**src/core/mmt_pkg.sv**
```systemverilog
// Purpose: Shared constants and types of the multi-mode timer control block.
// Assumes: Byte-wide register port with a 12-bit address, one timer per instance.
// Notes:   Every offset, field position, reset value and count lives here once.

package mmt_pkg;

    // Width of the register port address and data.
    localparam int unsigned ADDR_W = 12;
    localparam int unsigned DATA_W = 8;

    // Register offsets of one timer.
    localparam logic [11:0] ADDR_COUNT_HIGH  = 12'hF00;
    localparam logic [11:0] ADDR_COUNT_LOW   = 12'hF01;
    localparam logic [11:0] ADDR_RELOAD_HIGH = 12'hF02;
    localparam logic [11:0] ADDR_RELOAD_LOW  = 12'hF03;
    localparam logic [11:0] ADDR_PWM_HIGH    = 12'hF04;
    localparam logic [11:0] ADDR_PWM_LOW     = 12'hF05;
    localparam logic [11:0] ADDR_CHAIN_CFG   = 12'hF06;
    localparam logic [11:0] ADDR_SETUP       = 12'hF07;
    localparam logic [11:0] ADDR_IRQ_STATUS  = 12'hF10;
    localparam logic [11:0] ADDR_IRQ_ENABLE  = 12'hF11;
    localparam logic [11:0] ADDR_IRQ_CLEAR   = 12'hF12;

    // Bit position of the chain select in the chain configuration register.
    localparam int unsigned CHAIN_SELECT_BIT = 4;

    // Interrupt status bit positions.
    localparam int unsigned IRQ_RELOAD_BIT  = 0;
    localparam int unsigned IRQ_CAPTURE_BIT = 1;
    localparam int unsigned IRQ_GATE_BIT    = 2;
    localparam int unsigned IRQ_W           = 3;

    // Reset values.
    localparam logic [7:0]  SETUP_RESET     = 8'h00;
    localparam logic [15:0] PWM_RESET       = 16'h0000;
    localparam logic [15:0] COUNT_RESET     = 16'h0000;
    localparam logic [15:0] RELOAD_RESET    = 16'hFFFF;
    localparam logic [2:0]  IRQ_RESET       = 3'h0;

    // Value the counter restarts from after every reload or capture.
    localparam logic [15:0] COUNT_RESTART   = 16'h0001;

    // Width of the free-running prescale counter, enough for divide by 128.
    localparam int unsigned PRESCALE_W = 7;

    // Encoding of the operating mode field.
    typedef enum logic [2:0] {
        MODE_ONE_SHOT   = 3'h0,
        MODE_CONTINUOUS = 3'h1,
        MODE_COUNTER    = 3'h2,
        MODE_PWM        = 3'h3,
        MODE_CAPTURE    = 3'h4,
        MODE_COMPARE    = 3'h5,
        MODE_GATED      = 3'h6,
        MODE_CAP_CMP    = 3'h7
    } mmt_mode_t;

    // Layout of the setup register, bit 7 down to bit 0.
    typedef struct packed {
        logic       countEnable;
        logic       ioPolarity;
        logic [2:0] clockDivideSel;
        mmt_mode_t  operatingModeSel;
    } mmt_setup_t;

    // One register port request.
    typedef struct packed {
        logic [11:0] addr;
        logic [7:0]  wdata;
        logic        wr;
        logic        rd;
    } mmt_bus_req_t;

endpackage

```
**src/core/multi_mode_timer_control.sv**
```systemverilog
// Purpose: One 16-bit general-purpose timer with eight operating modes.
// Assumes: Register port strobes are one cycle long and never overlap.
// Notes:   The pin input is filtered; the partner output needs no filter.

`timescale 1ns/1ns
`default_nettype none

module multi_mode_timer_control
    import mmt_pkg::*;
(
    input  wire logic         sys_clk,         // System clock, 125 MHz.
    input  wire logic         reset,           // Asynchronous reset, active high.
    input  wire mmt_bus_req_t busReq,          // Register port request.
    output var  logic [7:0]   readData,        // Read data, valid one cycle after rd.
    input  wire logic         timerInPin,      // Timer input pin, asynchronous.
    input  wire logic         partnerTimerOut, // Output of the partner timer.
    output var  logic         timerOut,        // Timer output pin.
    output var  logic         timerIrq         // Level interrupt request.
);

    // Pin synchroniser and filter state.
    logic        pinSync1_reg;      // First stage, read only by the second.
    logic        pinSync2_reg;      // Second stage.
    logic        pinSync3_reg;      // Third stage.
    logic        pinLevel_reg;      // Filtered pin level.
    logic        pinLevel_next;     // Next filtered level.

    // Selected timer input and its previous value for edge detection.
    logic        selIn;             // Input after the chain select.
    logic        prevIn_reg;        // Selected input one cycle ago.
    logic        riseEdge;          // Rising edge of the selected input.
    logic        fallEdge;          // Falling edge of the selected input.
    logic        polEdge;           // Edge direction chosen by polarity.
    logic        gateActive;        // Gated mode counting level present.
    logic        gateEndEdge;       // Edge that ends a gated interval.

    // Software visible registers.
    mmt_setup_t  setup_reg;         // Enable, polarity, prescale and mode.
    mmt_setup_t  setup_next;        // Next setup value.
    logic        chainSel_reg;      // Chain select bit.
    logic        chainSel_next;     // Next chain select bit.
    logic [15:0] count_reg;         // Running count.
    logic [15:0] count_next;        // Next count.
    logic [15:0] reload_reg;        // Reload or compare value.
    logic [15:0] reload_next;       // Next reload value.
    logic [7:0]  reloadHold_reg;    // Staged reload high byte.
    logic [7:0]  reloadHold_next;   // Next staged reload high byte.
    logic [15:0] pwmMatch_reg;      // PWM match or captured value.
    logic [15:0] pwmMatch_next;     // Next PWM match value.
    logic [7:0]  lowHold_reg;       // Low count byte latched on high read.
    logic [7:0]  lowHold_next;      // Next latched low byte.

    // Timer core state.
    logic [6:0]  prescale_reg;      // Free-running prescale counter.
    logic [6:0]  prescale_next;     // Next prescale count.
    logic [6:0]  prescaleMask;      // Low bits that must be all ones for a tick.
    logic        started_reg;       // Capture/compare run has begun.
    logic        started_next;      // Next started flag.
    logic        out_reg;           // Timer output flip-flop.
    logic        out_next;          // Next timer output.
    logic        srcEvent;          // One event of the timer input clock.
    logic        tick;              // One count step after the prescaler.
    logic        atReload;          // Count equals the reload value.

    // Events that feed the interrupt status.
    logic        evReload;          // Reload or compare reached.
    logic        evCapture;         // Count captured.
    logic        evGate;            // Gated interval ended.

    // Interrupt registers.
    logic [2:0]  irqStatus_reg;     // Sticky event bits.
    logic [2:0]  irqStatus_next;    // Next status bits.
    logic [2:0]  irqEnable_reg;     // Interrupt enable mask.
    logic [2:0]  irqEnable_next;    // Next enable mask.
    logic [2:0]  irqClear;          // Bits written to the clear register.
    logic [2:0]  irqEvents;         // Events of this cycle.
    logic        irq_reg;           // Registered interrupt output.
    logic        irq_next;          // Next interrupt level.

    // Read data register.
    logic [7:0]  readData_reg;      // Read data of the previous strobe.
    logic [7:0]  readData_next;     // Next read data.

    // Filter: the level changes once the second and third stage agree.
    always_comb begin
        pinLevel_next = pinLevel_reg;
        if (pinSync2_reg == pinSync3_reg) begin
            pinLevel_next = pinSync3_reg;
        end
    end

    // Synchroniser chain and filtered level.
    always_ff @(posedge sys_clk or posedge reset) begin
        if (reset) begin
            pinSync1_reg <= 1'b0;
            pinSync2_reg <= 1'b0;
            pinSync3_reg <= 1'b0;
            pinLevel_reg <= 1'b0;
        end else begin
            pinSync1_reg <= timerInPin;
            pinSync2_reg <= pinSync1_reg;
            pinSync3_reg <= pinSync2_reg;
            pinLevel_reg <= pinLevel_next;
        end
    end

    // The partner output shares this clock, so it is used directly.
    assign selIn = chainSel_reg ? partnerTimerOut : pinLevel_reg;

    // Edge detection on the selected input.
    assign riseEdge    = selIn & ~prevIn_reg;
    assign fallEdge    = ~selIn & prevIn_reg;
    assign polEdge     = setup_reg.ioPolarity ? fallEdge : riseEdge;
    assign gateActive  = setup_reg.ioPolarity ? ~selIn : selIn;
    assign gateEndEdge = setup_reg.ioPolarity ? riseEdge : fallEdge;

    // A tick falls when the low prescale bits selected by the field are all ones.
    assign prescaleMask = 7'((8'h01 << setup_reg.clockDivideSel) - 8'h01);
    assign atReload     = (count_reg == reload_reg);

    // Timer core and register writes; software writes come last and win,
    // except that a hardware capture beats a PWM byte write in the same cycle.
    always_comb begin
        setup_next      = setup_reg;
        chainSel_next   = chainSel_reg;
        count_next      = count_reg;
        reload_next     = reload_reg;
        reloadHold_next = reloadHold_reg;
        pwmMatch_next   = pwmMatch_reg;
        prescale_next   = prescale_reg;
        started_next    = started_reg;
        out_next        = out_reg;
        srcEvent        = 1'b0;
        tick            = 1'b0;
        evReload        = 1'b0;
        evCapture       = 1'b0;
        evGate          = 1'b0;

        if (!setup_reg.countEnable) begin
            // Idle: prescaler cleared, output parked at the polarity level.
            prescale_next = '0;
            started_next  = 1'b0;
            out_next      = setup_reg.ioPolarity;
        end else begin
            // Pick what one step of the timer input clock is in this mode.
            case (setup_reg.operatingModeSel)
                MODE_COUNTER: begin
                    srcEvent = polEdge;
                end
                MODE_GATED: begin
                    srcEvent = gateActive;
                end
                MODE_CAP_CMP: begin
                    srcEvent = started_reg;
                end
                default: begin
                    srcEvent = 1'b1;
                end
            endcase

            // Power-of-two prescaler driven by the source events.
            if (srcEvent) begin
                prescale_next = prescale_reg + 7'h01;
                tick          = ((prescale_reg & prescaleMask) == prescaleMask);
            end

            // Count step and reload at the reload or compare value.
            if (tick) begin
                if (atReload) begin
                    count_next = COUNT_RESTART;
                    evReload   = 1'b1;
                end else begin
                    count_next = count_reg + 16'h0001;
                end
            end

            // Output behaviour on reload and on PWM match.
            if (setup_reg.operatingModeSel == MODE_PWM) begin
                if (evReload) begin
                    out_next = setup_reg.ioPolarity;
                end else if (tick && (count_reg == pwmMatch_reg)) begin
                    out_next = ~setup_reg.ioPolarity;
                end
            end else if (evReload) begin
                out_next = ~out_reg;
            end

            // A one-shot run stops itself at its first reload.
            if (evReload && (setup_reg.operatingModeSel == MODE_ONE_SHOT)) begin
                setup_next.countEnable = 1'b0;
            end

            // Capture handling and gated interval end.
            case (setup_reg.operatingModeSel)
                MODE_CAPTURE: begin
                    if (polEdge) begin
                        pwmMatch_next = count_reg;
                        count_next    = COUNT_RESTART;
                        evCapture     = 1'b1;
                    end
                end
                MODE_CAP_CMP: begin
                    if (polEdge && !started_reg) begin
                        started_next = 1'b1;
                    end else if (polEdge) begin
                        pwmMatch_next = count_reg;
                        count_next    = COUNT_RESTART;
                        evCapture     = 1'b1;
                    end
                end
                MODE_GATED: begin
                    evGate = gateEndEdge;
                end
                default: begin
                    evGate = 1'b0;
                end
            endcase
        end

        // Software writes.
        if (busReq.wr) begin
            case (busReq.addr)
                ADDR_COUNT_HIGH: begin
                    count_next[15:8] = busReq.wdata;
                end
                ADDR_COUNT_LOW: begin
                    count_next[7:0] = busReq.wdata;
                end
                ADDR_RELOAD_HIGH: begin
                    // Staged until the low byte arrives, for a 16-bit update.
                    reloadHold_next = busReq.wdata;
                end
                ADDR_RELOAD_LOW: begin
                    reload_next = {reloadHold_reg, busReq.wdata};
                end
                ADDR_PWM_HIGH: begin
                    if (!evCapture) begin
                        pwmMatch_next[15:8] = busReq.wdata;
                    end
                end
                ADDR_PWM_LOW: begin
                    if (!evCapture) begin
                        pwmMatch_next[7:0] = busReq.wdata;
                    end
                end
                ADDR_CHAIN_CFG: begin
                    chainSel_next = busReq.wdata[CHAIN_SELECT_BIT];
                end
                ADDR_SETUP: begin
                    setup_next = mmt_setup_t'(busReq.wdata);
                end
                default: chainSel_next = chainSel_reg;
            endcase
        end
    end

    // Timer core and register storage.
    always_ff @(posedge sys_clk or posedge reset) begin
        if (reset) begin
            setup_reg      <= mmt_setup_t'(SETUP_RESET);
            chainSel_reg   <= 1'b0;
            count_reg      <= COUNT_RESET;
            reload_reg     <= RELOAD_RESET;
            reloadHold_reg <= RELOAD_RESET[15:8];
            pwmMatch_reg   <= PWM_RESET;
            prescale_reg   <= '0;
            started_reg    <= 1'b0;
            out_reg        <= 1'b0;
            prevIn_reg     <= 1'b0;
        end else begin
            setup_reg      <= setup_next;
            chainSel_reg   <= chainSel_next;
            count_reg      <= count_next;
            reload_reg     <= reload_next;
            reloadHold_reg <= reloadHold_next;
            pwmMatch_reg   <= pwmMatch_next;
            prescale_reg   <= prescale_next;
            started_reg    <= started_next;
            out_reg        <= out_next;
            prevIn_reg     <= selIn;
        end
    end

    // Interrupt status: a set in the cycle of its clear still lands.
    always_comb begin
        irqEvents = '0;
        irqEvents[IRQ_RELOAD_BIT]  = evReload;
        irqEvents[IRQ_CAPTURE_BIT] = evCapture;
        irqEvents[IRQ_GATE_BIT]    = evGate;
        irqClear       = '0;
        irqEnable_next = irqEnable_reg;
        if (busReq.wr && (busReq.addr == ADDR_IRQ_CLEAR)) begin
            irqClear = busReq.wdata[2:0];
        end
        if (busReq.wr && (busReq.addr == ADDR_IRQ_ENABLE)) begin
            irqEnable_next = busReq.wdata[2:0];
        end
        irqStatus_next = (irqStatus_reg & ~irqClear) | irqEvents;
        irq_next       = |(irqStatus_next & irqEnable_next);
    end

    // Interrupt storage.
    always_ff @(posedge sys_clk or posedge reset) begin
        if (reset) begin
            irqStatus_reg <= IRQ_RESET;
            irqEnable_reg <= IRQ_RESET;
            irq_reg       <= 1'b0;
        end else begin
            irqStatus_reg <= irqStatus_next;
            irqEnable_reg <= irqEnable_next;
            irq_reg       <= irq_next;
        end
    end

    // Read mux; data stand for one cycle only, zero otherwise.
    always_comb begin
        readData_next = 8'h00;
        lowHold_next  = lowHold_reg;
        if (busReq.rd) begin
            case (busReq.addr)
                ADDR_COUNT_HIGH: begin
                    readData_next = count_reg[15:8];
                    if (setup_reg.countEnable) begin
                        lowHold_next = count_reg[7:0];
                    end
                end
                ADDR_COUNT_LOW: begin
                    // Latched byte while running, live byte while stopped.
                    readData_next = setup_reg.countEnable ? lowHold_reg
                                                          : count_reg[7:0];
                end
                ADDR_RELOAD_HIGH: begin
                    readData_next = reload_reg[15:8];
                end
                ADDR_RELOAD_LOW: begin
                    readData_next = reload_reg[7:0];
                end
                ADDR_PWM_HIGH: begin
                    readData_next = pwmMatch_reg[15:8];
                end
                ADDR_PWM_LOW: begin
                    readData_next = pwmMatch_reg[7:0];
                end
                ADDR_CHAIN_CFG: begin
                    readData_next[CHAIN_SELECT_BIT] = chainSel_reg;
                end
                ADDR_SETUP: begin
                    readData_next = setup_reg;
                end
                ADDR_IRQ_STATUS: begin
                    readData_next = {5'h00, irqStatus_reg};
                end
                ADDR_IRQ_ENABLE: begin
                    readData_next = {5'h00, irqEnable_reg};
                end
                default: begin
                    // Unmapped and write-only addresses read as zero.
                    readData_next = 8'h00;
                end
            endcase
        end
    end

    // Read data and low byte holding storage.
    always_ff @(posedge sys_clk or posedge reset) begin
        if (reset) begin
            readData_reg <= 8'h00;
            lowHold_reg  <= 8'h00;
        end else begin
            readData_reg <= readData_next;
            lowHold_reg  <= lowHold_next;
        end
    end

    // Outputs come straight from flip-flops.
    assign readData = readData_reg;
    assign timerOut = out_reg;
    assign timerIrq = irq_reg;

endmodule

`default_nettype wire

```
**config.mk**
```make
export PLATFORM = sky130hd
export DESIGN_NAME = multi_mode_timer_control
export DESIGN_NICKNAME = d
export VERILOG_FILES = /design/src/core/mmt_pkg.sv /design/src/core/multi_mode_timer_control.sv
export SDC_FILE = /design/constraint.sdc
export NUM_CORES = 1
export LEC_CHECK = 0
export ABC_CLOCK_PERIOD_IN_PS = 7000
export BUFFER_PORTS_ARGS = -buffer_cell sky130_fd_sc_hd__buf_2
export CAP_MARGIN = 5
export CORE_MARGIN = 8
export CORE_UTILIZATION = 49
export DETAILED_ROUTE_END_ITERATION = 7
export GPL_ROUTABILITY_DRIVEN = 0
export PLACE_DENSITY_LB_ADDON = 0.2
export SLEW_MARGIN = 10
export SYNTH_ARGS = -nofsm -noshare
export SYNTH_HDL_FRONTEND = slang
export SYNTH_SLANG_ARGS = --single-unit
```
**constraint.sdc**
```tcl
create_clock -name sys_clk -period 7 [get_ports sys_clk]
set_input_delay 0 -clock sys_clk [delete_from_list [all_inputs] [get_ports sys_clk]]
set_output_delay 0 -clock sys_clk [all_outputs]
set_load 0.01 [all_outputs]
```
== After elaboration in Yosys (flattened, before gate mapping) ==
Cells that the tools add are included.
Operators by class
  shift operators: 1
  add/subtract/negate cells: 3
  mux-type cells: 57
  eq/ne operators: 25
  reduce and logical (&&, ||, !) cells: 15
  bitwise gates (word level): 11
Operator list (number)
  16-bit 2-to-1 mux: 10
  12-bit equality test (second input constant): 11
  8-bit 2-to-1 mux: 10
  16-bit case mux with 2 select lines: 2
  4-bit case mux with 9 select lines: 1
  16-bit equality test: 2
  1-bit 2-to-1 mux: 26
  3-bit case mux with 7 select lines: 1
  16-bit by 1-bit adder with 16-bit output (second input constant): 1
  7-bit 2-to-1 mux: 2
  2-bit AND reduction: 6
  3-bit equality test (second input constant): 3
  1-bit case mux with 8 select lines: 1
  7-bit by 1-bit adder with 7-bit output (second input constant): 1
  7-bit bitwise AND: 1
  7-bit equality test: 1
  1-bit by 3-bit << shifter with 7-bit output (first input constant): 1
  7-bit by 1-bit subtractor with 7-bit output (second input constant): 1
  3-bit bitwise AND: 2
  3-bit by 2-bit equality test with 1-bit output (second input constant): 2
  3-bit 2-to-1 mux: 2
  2-bit by 1-bit inequality test with 1-bit output (second input constant): 3
  3-bit by 1-bit inequality test with 1-bit output (second input constant): 2
  1-bit logical AND: 5
  11 further kinds: 15
Word-level totals
  output and inout bits: 10
  input port bits: 26
  flip-flop bits (word level): 102
  logic and storage cells: 134

== Longest topological paths before layout ==
  word-level depth: 15
  depth in mapped cells: 10
  depth with buffers taken out: 7

== Least setup slack after synthesis ==
No wires, ideal clock.
  path kind: register to register
  from: reg chainSel_reg
  to: reg count_reg[15]
  period minus slack after synthesis: 2330 ps
  library setup time: 137 ps
  cell stages (with the launch flop): 9
  path slack: 4670 ps
  path buffers: 1
  required time: 6863 ps
  arrival: 2192 ps
  cells stage by stage: dfrtp_1 mux2i_2 xor2_1 o311a_4 buf_6 nor4_2 mux2_1 a22oi_1 a21oi_1
Between the ends
  longest elaborated chain between the ends: 15
  elaborated cells between the ends (all ways): 18
  those cells by class: 14 x mux; 3 x bitwise; 1 x reduce/logical
RTL lines
  from (decl): RTL line multi_mode_timer_control.sv:40  | logic chainSel_reg;
  from (signal assigned): RTL line multi_mode_timer_control.sv:272  | chainSel_reg <= chainSel_next;
  1-bit 2-to-1 mux (*): RTL line multi_mode_timer_control.sv:108  | assign selIn = chainSel_reg ? partnerTimerOut : pinLevel_reg;
  1-bit NOT: RTL line multi_mode_timer_control.sv:112, multi_mode_timer_control.sv:114
  1-bit bitwise AND: RTL line multi_mode_timer_control.sv:112  | assign fallEdge = ~selIn & prevIn_reg;
  1-bit 2-to-1 mux: RTL line multi_mode_timer_control.sv:113  | assign polEdge = setup_reg.ioPolarity ? fallEdge : riseEdge;
  1-bit case mux with 3 select lines: RTL line multi_mode_timer_control.sv:146  | case (setup_reg.operatingModeSel)
  1-bit 2-to-1 mux: RTL line multi_mode_timer_control.sv:139  | if (!setup_reg.countEnable) begin
  1-bit 2-to-1 mux: RTL line multi_mode_timer_control.sv:162  | if (srcEvent) begin
  1-bit 2-to-1 mux: RTL line multi_mode_timer_control.sv:139
  16-bit 2-to-1 mux: RTL line multi_mode_timer_control.sv:168  | if (tick) begin
  16-bit 2-to-1 mux: RTL line multi_mode_timer_control.sv:196, multi_mode_timer_control.sv:205
  16-bit 2-to-1 mux: RTL line multi_mode_timer_control.sv:203  | if (polEdge && !started_reg) begin
  16-bit case mux with 2 select lines (*): RTL line multi_mode_timer_control.sv:194  | case (setup_reg.operatingModeSel)
  16-bit 2-to-1 mux (*): RTL line multi_mode_timer_control.sv:139
  8-bit 2-to-1 mux: RTL line multi_mode_timer_control.sv:222  | case (busReq.addr)
  16-bit 2-to-1 mux (*): RTL line multi_mode_timer_control.sv:221  | if (busReq.wr) begin
  named net count_next[15]: RTL line multi_mode_timer_control.sv:43  | logic [15:0] count_next;
  to (signal assigned): RTL line multi_mode_timer_control.sv:273  | count_reg <= count_next;
  to (decl): RTL line multi_mode_timer_control.sv:42  | logic [15:0] count_reg;
Mark *: on every way through the listed nets, which the timed path passes. The rest lies on a longest branch. The select of a mux whose other input is x is not followed.
A chain may end at the register's enable or synchronous reset.

== Worst setup path in the final report ==
  from: reg chainSel_reg
  to: reg pwmMatch_reg[3]
Between the ends
  longest elaborated chain between the ends: 11
  elaborated cells between the ends (all ways): 17
  those cells by class: 13 x mux; 3 x bitwise; 1 x reduce/logical
RTL lines
  1-bit 2-to-1 mux (*): RTL line multi_mode_timer_control.sv:108
  1-bit NOT: RTL line multi_mode_timer_control.sv:112
  1-bit bitwise AND: RTL line multi_mode_timer_control.sv:112
  1-bit 2-to-1 mux (*): RTL line multi_mode_timer_control.sv:113
  16-bit 2-to-1 mux (tied with other cells): RTL line multi_mode_timer_control.sv:196, multi_mode_timer_control.sv:205
  16-bit 2-to-1 mux or 1-bit 2-to-1 mux (tied branches): RTL line multi_mode_timer_control.sv:203
  16-bit case mux with 2 select lines or 1-bit case mux with 2 select lines (tied branches): RTL line multi_mode_timer_control.sv:194
  16-bit 2-to-1 mux or 1-bit 2-to-1 mux (tied branches): RTL line multi_mode_timer_control.sv:139
  8-bit 2-to-1 mux: RTL line multi_mode_timer_control.sv:242  | if (!evCapture) begin
  8-bit 2-to-1 mux: RTL line multi_mode_timer_control.sv:222
  16-bit 2-to-1 mux (*): RTL line multi_mode_timer_control.sv:221
  named net pwmMatch_next[3]: RTL line multi_mode_timer_control.sv:49  | logic [15:0] pwmMatch_next;
  to (signal assigned): RTL line multi_mode_timer_control.sv:276  | pwmMatch_reg <= pwmMatch_next;
  to (decl): RTL line multi_mode_timer_control.sv:48  | logic [15:0] pwmMatch_reg;
Mark *: on every way through the listed nets, which the timed path passes. The rest lies on a longest branch.

==> flow_metrics.env <==
export IMPL_cts_buffers=9
export IMPL_antenna_found_initial=0
export IMPL_cts_sinks=102
export IMPL_synth_edf_count=0
export IMPL_clk_latency_ps=350
export IMPL_hold_path_class="in2reg"
export IMPL_die_h_um=127
export IMPL_finClkSkew_ps=5.27
export IMPL_slew_headroom_pct=21.6
export IMPL_worst_slew_pin_slew_ps=1170
export IMPL_grt_pass1_wl_um=27100
export IMPL_antenna_left=0
export IMPL_cp_required_ps=7260
export IMPL_critical_path_class="reg2reg"
export IMPL_worstSetupEndpointType="flip-flop"
export IMPL_fp_dieArea_um2=16200
export IMPL_setup_viol=0
export IMPL_avgSynthCellArea_um2=9.84
export IMPL_tritoncts="yes"
export IMPL_met1_usage_pct=28.6
export IMPL_status="finished, final reports clean"
export IMPL_vias=4947
export IMPL_synthFlopType="dfrtp_1"
export IMPL_layout_setup_ws_ps=4030
export IMPL_nFillCells=1084
export IMPL_cap_violations=0
export IMPL_start_util_pct=50.4
export IMPL_fmax_mhz=336
export IMPL_synth_top_cell_by_area="dfrtp_1"
export IMPL_leakage_uw=0.00292
export IMPL_timing_setup_tns_ps=0
export IMPL_regArea_um2=2580
export IMPL_drt_pass1_iterations=6
export IMPL_synth_cells=618
export IMPL_grt_max_degree=67
export IMPL_clock_path_buffers=2
export IMPL_cp_start_kind="flip-flop"
export IMPL_synthTopCellsByArea="dfrtp_1 32%, dfstp_2 10%, mux2_2 8.9%"
export IMPL_diodes=0
export IMPL_final_util_pct=54.6
export IMPL_yosysTopAreaCellShare_pct=32.1
export IMPL_grt_busiest_layer="met2"
export IMPL_synthTopCellsByCount="78 x dfrtp_1, 69 x nor2_1, 48 x mux2_2"
export IMPL_clk_pin_slew_ps=70
export IMPL_die_x_um=127
export IMPL_portBuffers=35
export IMPL_h_tree_depth=3
export IMPL_power_density_nw_per_um2=239
export IMPL_vdd_ir_drop_max_mv=0.123
export IMPL_hold_viol_final=0
export IMPL_ys_async_sr_fraction_pct=100
export IMPL_period_share_pct=42.5
export IMPL_rsz0062_at_grt="false"
export IMPL_viasPerCell=6.23
export IMPL_yosysUniqueCellTypes=70
export IMPL_core_region_area_um2=12100
export IMPL_nNetsFinal=649
export IMPL_syn_to_final_growth_pct=8.36
export IMPL_layout_drive_gt1_share_pct=23.6
export IMPL_clockRootBuffer="clkbuf_16"
export IMPL_grt_ovfl_total=0
export IMPL_yosysSeqAreaShare_pct=42.5
export IMPL_cts_repair_resized=0
export IMPL_fin_crit_ps=2970
export IMPL_grt_pass1_vias=4795
export IMPL_pre_cts_slack_ps=4130
export IMPL_worst_ep_arrival_time_ps=3230
export IMPL_multi_input_comb_area_um2=3220
export IMPL_yosysMostFrequentCell="dfrtp_1"
export IMPL_use_met3_pct=5.16
export IMPL_rows=40
export IMPL_hpwl_um=11900
export IMPL_synth_seq_cells=102
export IMPL_yosysWarnings=0
export IMPL_synthesis_nets=646
export IMPL_drt_iter0_markers=547
export IMPL_wl_per_cell_um=21.8
export IMPL_route_detailed_drc=0
export IMPL_crit_fanout=17
export IMPL_io_pins=36
export IMPL_final_max_slew_violation_count=0
export IMPL_track_usage_pct=21.7
export IMPL_syn_cell_area_um2=6080
export IMPL_wl_um=17300
export IMPL_grt_met2_usage_pct=33.8
## cells by family after synthesis
family | after synthesis | synth area share, %
compound gates | 129 | 13.7
fa+ha+maj | 3 | 0.576
flops | 102 | 42.5
buf+inv | 57 | 4.61
mux | 86 | 15.7
simple gates | 202 | 17.3
xor+xnor | 39 | 5.62
## report_power, final
part	internal [uW]	switching [uW]	leakage, uW
combinational	139	177	0.00150
clock	282	235	0.000151
sequential	644	97.5	0.00127
total	1060	510	0.00292
## layer usage
layer,vias to the layer above,wire [um]
met5,-,0
met4,0,464
met3,33,1290
met2,214,8060
met1,2469,7470
li1,2231,-
## worst paths after layout
check	from	end	slack [ps]	cells past startpoint
setup / recovery	chainSel_reg$_DFFE_PP0P_	pwmMatch_reg[3]$_DFF_PP0_	4030	6
hold / removal	busReq[7]	pwmMatch_reg[5]$_DFF_PP0_	20	3
setup reg to reg	chainSel_reg$_DFFE_PP0P_	pwmMatch_reg[3]$_DFF_PP0_	4030	6
hold reg to reg	pinSync1_reg$_DFF_PP0_	pinSync2_reg$_DFF_PP0_	350	0
max in group asynchronous	reset	count_reg[7]$_DFF_PP0_	5570	4
min in group asynchronous	reset	pinSync3_reg$_DFF_PP0_	210	3
## placed cells by master, fill, tap and decap left out, types with 7 or more instances in the layout
cell type and n:
xor2_1 20, nor2b_1 7, dfstp_2 24, nand3_1 24
o21ai_0 31, nand4_1 10, mux2_2 48, nor4_1 8
buf_2 35, mux2i_1 34, clkbuf_16 9, a21oi_1 47
nand2_1 43, dfrtp_1 78, xnor2_1 19, nor2_1 69
## worst max-delay path, cell delays in order (launching register included)
cell,delay [ps]
dfrtp_1,410
mux2i_2,400
mux2i_1,420
nand4_1,980
nor2_1,360
a21oi_1,70
o21ai_0,240
## per-stage QoR
stage / cells / area (um2) / power, uW / hold WS (ps)
global route: 794 / 6590 / 1640 / 25.0
CTS: 794 / 6580 / 1580 / 13.1
floorplan: 618 / 6080 / 961 / 31.4
detailed placement: 774 / 6230 / 1060 / 53.8
global placement: 774 / 6230 / 1050 / 46.6
finish: 794 / 6590 / 1570 / 22.8
## cell type report
class,instances,area share [%]
inverter,7,0.437
clock buffer,9,3.42
multi-input combinational,459,49.0
timing repair buffer,42,3.61
tap,168,3.19
clock inverter,7,1.18
sequential,102,39.2
## repair_timing
action,4_1_cts,5_1_grt
hold buffers,4,0
endpoints found under the hold margin,37,0
setup endpoints to repair,0,0
buffers inserted,0,0
Note: power is estimated with default switching activity, not from simulation.
